**config.mk**
```make
export PLATFORM = sky130hd
export DESIGN_NAME = gpio_pin_output_mux
export DESIGN_NICKNAME = d
export VERILOG_FILES = /design/src/hdl/pin_mux_pkg.sv /design/src/hdl/gpio_pin_output_mux.sv
export SDC_FILE = /design/constraint.sdc
export NUM_CORES = 1
export LEC_CHECK = 0
export BUFFER_PORTS_ARGS = -buffer_cell sky130_fd_sc_hd__buf_2
export CORE_ASPECT_RATIO = 0.7
export CORE_UTILIZATION = 30
export CTS_CLUSTER_DIAMETER = 200
export CTS_CLUSTER_SIZE = 25
export DETAILED_ROUTE_END_ITERATION = 12
export GPL_TIMING_DRIVEN = 0
export HOLD_SLACK_MARGIN = 0.06
export PLACE_DENSITY = 0.73
export SLEW_MARGIN = 20
export SYNTH_ARGS = -nofsm -noshare
export SYNTH_HDL_FRONTEND = slang
export SYNTH_SLANG_ARGS = --single-unit
```
**constraint.sdc**
```tcl
create_clock -name hclk -period 2.3 [get_ports hclk]
set_input_delay 0.23 -clock hclk [delete_from_list [all_inputs] [get_ports hclk]]
set_output_delay 0.23 -clock hclk [all_outputs]
set_load 0.01 [all_outputs]
```
**src/hdl/pin_mux_pkg.sv**
```systemverilog
package pin_mux_pkg;
  localparam logic [7:0] PIN4_CTRL_ADDR = 8'h14;
  localparam logic [7:0] PIN4_CTRL_RESET = 8'h00;
  localparam int SEL_HI = 7;
  localparam int SEL_LO = 5;
  localparam int SRC_HI = 4;
  localparam int SRC_LO = 2;
  localparam int VAL_BIT = 1;
  localparam int EN_BIT = 0;
  localparam int NUM_PORTS = 4;
  localparam logic [1:0] HTRANS_NONSEQ = 2'h2;
  localparam logic [1:0] HTRANS_SEQ = 2'h3;
  localparam logic [2:0] SRC_STATUS = 3'h4;
  localparam logic [2:0] SRC_TX = 3'h6;
  localparam logic [2:0] SEL_0 = 3'h0;
  localparam logic [2:0] SEL_1 = 3'h1;
  localparam logic [2:0] SEL_2 = 3'h2;
  localparam logic [2:0] SEL_3 = 3'h3;
  localparam logic [2:0] SEL_4 = 3'h4;
  localparam logic [2:0] SEL_5 = 3'h5;
  localparam logic [2:0] SEL_6 = 3'h6;
  localparam logic [2:0] SEL_7 = 3'h7;

  // Per receive port status as seen by the mux.
  typedef struct packed {
    logic [3:0] remote_pins;
    logic lock;
    logic pass;
    logic frame_valid;
    logic line_valid;
    logic enabled;
    logic selected;
  } rx_status_t;

  // Transmit side status.
  typedef struct packed {
    logic frame_valid;
    logic line_valid;
    logic synchronized;
    logic irq;
  } tx_status_t;
endpackage

```
**src/hdl/gpio_pin_output_mux.sv**
```systemverilog
// Functional notes
// - Source field bits 4:2 picks group.
// - Select bits 7:5 meaning depends on source.
// - Port select 000/001/011 give remote pins.
// - Port select 100 lock, 101 pass.
// - Port select 110 frame, 111 line valid.
// - Status select 001 ANDs enabled locks.
// - Status select 011 ANDs enabled passes.
// - Transmit 000 AND, 001 OR selected passes.
// - Transmit 011 gives line valid.
// - Transmit 100 gives synchronized indication.
// - Transmit 101 gives transmit interrupt.
// - Bit 1 holds the local value.
// - Bit 0 enables the output driver.
// - Control at 0x14, read/write, resets 0x00.
// - Status select 000 gives local value.
// - Transmit 010 gives frame valid.
`timescale 1ns/1ps
`default_nettype none
module gpio_pin_output_mux
  import pin_mux_pkg::*;
#(
  parameter int PORTS = NUM_PORTS
) (
  input wire logic hclk,
  input wire logic hresetn,
  input wire logic clk_en,
  input wire logic hsel,
  input wire logic [31:0] haddr,
  input wire logic [1:0] htrans,
  input wire logic hwrite,
  input wire logic [2:0] hsize,
  input wire logic [31:0] hwdata,
  input wire logic hready,
  output logic [31:0] hrdata,
  output logic hreadyout,
  output logic hresp,
  input wire rx_status_t [PORTS-1:0] rx_status,
  input wire tx_status_t tx_status,
  output logic general_pin_4_out,
  output logic general_pin_4_oe_n
);

  logic [7:0] pin4_output_control;
  logic wr_pending;
  logic rd_pending;
  logic hit_pending;

  wire logic access = hsel && hready && (htrans == HTRANS_NONSEQ || htrans == HTRANS_SEQ);
  wire logic addr_hit = (haddr[7:0] == PIN4_CTRL_ADDR) && (haddr[31:8] == 24'h000000);
  wire logic [2:0] pin4_signal_select = pin4_output_control[SEL_HI:SEL_LO];
  wire logic [2:0] pin4_source_group = pin4_output_control[SRC_HI:SRC_LO];
  wire logic pin4_local_value = pin4_output_control[VAL_BIT];
  wire logic pin4_drive_enable = pin4_output_control[EN_BIT];

  // Device-wide reductions over receive ports.
  logic all_lock;
  logic all_pass;
  logic any_lock;
  logic sel_pass_and;
  logic sel_pass_or;
  always_comb begin
    all_lock = 1'b1;
    all_pass = 1'b1;
    any_lock = 1'b0;
    sel_pass_and = 1'b1;
    sel_pass_or = 1'b0;
    for (int i = 0; i < PORTS; i++) begin
      if (rx_status[i].enabled) begin
        all_lock = all_lock & rx_status[i].lock;
        all_pass = all_pass & rx_status[i].pass;
        any_lock = any_lock | rx_status[i].lock;
      end
      if (rx_status[i].selected) begin
        sel_pass_and = sel_pass_and & rx_status[i].pass;
        sel_pass_or = sel_pass_or | rx_status[i].pass;
      end
    end
  end

  // Receive port group: source codes 000..011 index the port.
  wire rx_status_t port_sel = rx_status[pin4_source_group[1:0]];
  logic port_value;
  always_comb begin
    unique case (pin4_signal_select)
      SEL_0: port_value = port_sel.remote_pins[0];
      SEL_1: port_value = port_sel.remote_pins[2];
      SEL_2: port_value = 1'b0;
      SEL_3: port_value = port_sel.remote_pins[3];
      SEL_4: port_value = port_sel.lock;
      SEL_5: port_value = port_sel.pass;
      SEL_6: port_value = port_sel.frame_valid;
      SEL_7: port_value = port_sel.line_valid;
    endcase
  end

  logic status_value;
  always_comb begin
    unique case (pin4_signal_select)
      SEL_0: status_value = pin4_local_value;
      SEL_1: status_value = all_lock;
      SEL_2: status_value = any_lock;
      SEL_3: status_value = all_pass;
      default: status_value = 1'b0;
    endcase
  end

  logic tx_value;
  always_comb begin
    unique case (pin4_signal_select)
      SEL_0: tx_value = sel_pass_and;
      SEL_1: tx_value = sel_pass_or;
      SEL_2: tx_value = tx_status.frame_valid;
      SEL_3: tx_value = tx_status.line_valid;
      SEL_4: tx_value = tx_status.synchronized;
      SEL_5: tx_value = tx_status.irq;
      default: tx_value = 1'b0;
    endcase
  end

  // Reserved source codes drive a quiet low rather than an undefined level.
  wire logic mux_value = !pin4_source_group[2] ? port_value :
                         (pin4_source_group == SRC_STATUS) ? status_value :
                         (pin4_source_group == SRC_TX) ? tx_value : 1'b0;
  wire logic next_pin_out = pin4_drive_enable ? mux_value : 1'b0;
  wire logic next_oe_n = !pin4_drive_enable;

  always_ff @(posedge hclk or negedge hresetn) begin
    if (!hresetn) begin
      wr_pending <= 1'b0;
      rd_pending <= 1'b0;
      hit_pending <= 1'b0;
    end else if (clk_en) begin
      wr_pending <= access && hwrite;
      rd_pending <= access && !hwrite;
      hit_pending <= access && addr_hit;
    end
  end

  // Register writes land in the data phase, one cycle after the address phase.
  always_ff @(posedge hclk or negedge hresetn) begin
    if (!hresetn) begin
      pin4_output_control <= PIN4_CTRL_RESET;
    end else if (clk_en && wr_pending && hit_pending) begin
      pin4_output_control <= hwdata[7:0];
    end
  end

  // A read whose address phase meets a write's data phase must see the byte being written.
  wire logic [7:0] ctl_visible = (wr_pending && hit_pending) ? hwdata[7:0] : pin4_output_control;

  // Read data is registered so it stands for the whole data phase.
  always_ff @(posedge hclk or negedge hresetn) begin
    if (!hresetn) begin
      hrdata <= 32'h00000000;
    end else if (clk_en && access && !hwrite) begin
      hrdata <= addr_hit ? {24'h000000, ctl_visible} : 32'h00000000;
    end
  end

  always_ff @(posedge hclk or negedge hresetn) begin
    if (!hresetn) begin
      hreadyout <= 1'b1;
      hresp <= 1'b0;
    end else begin
      hreadyout <= 1'b1;
      hresp <= 1'b0;
    end
  end

  // The pin is registered so it cannot glitch while the mux inputs settle.
  always_ff @(posedge hclk or negedge hresetn) begin
    if (!hresetn) begin
      general_pin_4_out <= 1'b0;
      general_pin_4_oe_n <= 1'b1;
    end else if (clk_en) begin
      general_pin_4_out <= next_pin_out;
      general_pin_4_oe_n <= next_oe_n;
    end
  end
endmodule
`default_nettype wire

```
==> impl_metrics.yaml <==
logic_synthesis:
  synth_edf_count: 0
  synthFlopType: "dfrtp_1"
  ys_seq_elements: 20
  yosysUniqueCellTypes: 42
  synthArstFlopShare_pct: 100.0
  syn_inst: 172
  seq_area_frac_synth_pct: 30.31
  syn-cell-area_um2: 1655
  synth.avg_cell_area_um2: 9.624
  yosys_warnings: 0
detailed_routing:
  drt_wl_total_mm: 4.688
  num_vias: 1653
  viasPerCell: 4.492
  dr.first_iter.drc_count: 79
  drt_first_pass_iters: 4
  antenna_left: 0
  routedWlPerCell_um: 12.74
  drc: 0
timing:
  relSlewSlack_pct: 66.19
  period_needed_ps: 1908
  worstMarginPinSlew_ps: 500.8
  skew_ps: 4.288
  fmax_mhz: 524.2
  setup_viol: 0
  slew_viol_final: 0
  hold_slack_ps: 190.5
  grt_setup_unrepaired: "false"
  finalCritPeriodShare_pct: 82.93
  hold_violations: 0
  tns_ps: 0
floorplanning:
  rows: 22
  core_region_area_um2: 5285
  dieWidth_um: 90.79
  die_h_um: 64.15
  dieArea_um2: 5824
  io_pins: 155
  start_util_pct: 31.32
critical_path:
  cp_top_family: "compound AO/OA/AOI/OAI gates"
  rr_worst_depth: 6
  cp.arrival_ps: 2000
  required_ps: 2390
  cp_slowest_stage_delay_ps: 450
  worst-path-buf-inv: 1
  path_cells: "buf_2 > nor2b_1 > a221oi_1 > a21oi_1 > o311ai_0 > o2111ai_1"
  rrSetupSlack_ps: 390
  cp-end-kind: "flip-flop"
  rr_startpoint: "pin4_output_control[6]"
  startpoint_type: "flip-flop"
  path_class: "flip-flop to flip-flop"
  cpMaxStageDelayCell: "o311ai_0"
  r2r_end: "general_pin_4_out"
  crit_cells: 6
  path_max_fanout: 10
clock_network:
  h-tree-depth: 1
  clock_sinks: 20
  cts_root_buffer: "clkbuf_8"
  clk_latency_ps: 260
  tritoncts: "yes"
  clock_path_buffers: 2
  ctsResizeCount: 0
  cts.clk_slew.worst_paths_ps: 70
  cts-buffers-inserted: 3
global_routing:
  overflow: 0
  grt_first_pass_wirelength_mm: 7.810
  grt_max_degree: 21
  antenna_found_initial: 0
  grt_pass1_vias: 1554
  grt.total_usage_pct: 16.66
hold_path:
  hold_depth: 2
  min-delay-start: "clk_en"
  worstHoldPathType: "primary input to flip-flop"
  min_to: "general_pin_4_oe_n"
cells_and_area:
  drive_above_1_share_pct: 50.34
  final_cell_count_no_fill: 368
  diodes: 0
  nNetsFinal: 416
  syn_to_final_growth_pct: 43.54
  layout_commonest_cell: "buf_2"
  fill_cells: 551
  mostFrequentLayoutCells: "96 x buf_2, 29 x buf_4, 26 x conb_1"
job:
  maxCapViolations: 0
placement:
  dp_hpwl_mm: 3.943
  place_inst: 363
  portBuffers: 95
  place_congestion: 0.7747
power_and_ir_drop:
  peakVddDrop_v: 0.0002288
  p_leak_nw: 1.289
  totalPowerFinal_w: 0.0008770
  power_density_nw_per_um2: 369.1
outcome:
  outcome: "finished clean"
synth_stat cells, types with 2 or more instances:
cell / number / share of area [%]
o311ai_0: 2 / 1.1
dfrtp_1: 19 / 29
nand4_1: 2 / 0.76
clkbuf_1: 2 / 0.45
inv_1: 12 / 2.7
nand3b_1: 2 / 0.91
nand3_1: 2 / 0.60
a21oi_1: 3 / 0.91
o22ai_1: 6 / 2.3
mux2_2: 9 / 6.1
nor2b_1: 3 / 1.1
o31ai_1: 8 / 3.6
nor2_1: 4 / 0.91
mux4_1: 2 / 3.2
a22oi_1: 3 / 1.4
nor4_1: 8 / 3.0
a221oi_1: 2 / 1.1
buf_4: 29 / 13
nor3_1: 3 / 0.91
conb_1: 2 / 0.45
mux2i_1: 10 / 6.0
o21ai_0: 3 / 0.91
mux4_2: 4 / 5.4
nand2_1: 14 / 3.2
area by class of cell:
class	count	area [um^2]	share of cell area (%)
inverter	12	45.04	1.896
timing repair buffer	96	485.5	20.43
clock buffer	4	55.05	2.317
multi-input combinational	130	943.4	39.71
sequential	20	501.7	21.12
tap	72	90.09	3.791
buffer	34	255.2	10.74
state kept, by name (all words and copies together) (netlist names):
name,count
pin4_output_control,8
hrdata,8
general_pin_4_oe_n,1
hit_pending,1
general_pin_4_out,1
wr_pending,1
worst register-to-register path, stage by stage (launching register included):
cell and delay (ps):
dfrtp_1 350, buf_2 190, nor2b_1 160, a221oi_1 280, a21oi_1 70, o311ai_0 450
o2111ai_1 240
per-stage QoR:
step / area, um^2 / util, % / setup WS (ps)
after detailed placement: 2311 / 43.73 / 467.9
after floorplan: 1745 / - / 654.6
after global routing: 2376 / 44.96 / 244.7
final: 2376 / 44.96 / 392.5
after global placement: 2311 / 43.73 / 472.7
after CTS: 2376 / 44.96 / 430.5
routing by layer:
metal,track usage (%),vias up,routed length [um],share of wire (%)
met4,0.5952,0,0,0
met2,25.57,60,2080,44
met3,3.929,0,262,5.6
met5,0,-,0,0
met1,24.89,759,2346,50
li1,-,834,-,-
worst max-delay path by stage:
| stage | from | to | slack, ps |
|---|---|---|---|
| after floorplan | pin4_output_control[2] | general_pin_4_out | 650 |
| after global placement | pin4_output_control[2] | general_pin_4_out | 470 |
| after detailed placement | pin4_output_control[6] | general_pin_4_out | 470 |
| after CTS | pin4_output_control[6] | general_pin_4_out | 430 |
| after global routing | pin4_output_control[6] | general_pin_4_out | 240 |
| final | pin4_output_control[6] | general_pin_4_out | 390 |
cells by family (layout without fill, tap and decap cells):
logic type | Yosys count | count (layout) | synth area share, %
muxes | 25 | 25 | 20.79
other | 2 | 26 | 0.4537
AOI/OAI and AO/OA | 33 | 33 | 14.89
and+or+nand+nor | 46 | 46 | 15.42
DFF | 20 | 20 | 30.31
buffers and inverters | 46 | 146 | 18.14
report_power, final:
part           total, W  leakage, nW  internal [W]  switching, W
clock network  0.000266       0.0288      0.000152      0.000114
logic          0.000243        0.987      0.000135      0.000108
registers      0.000369        0.273      0.000361    0.00000774
timing repair:
item                                   CTS  global route
hold buffers                             1             0
endpoints found under the hold margin   19             0
setup buffers                            0             0
Note: power is estimated with default switching activity, not from simulation.
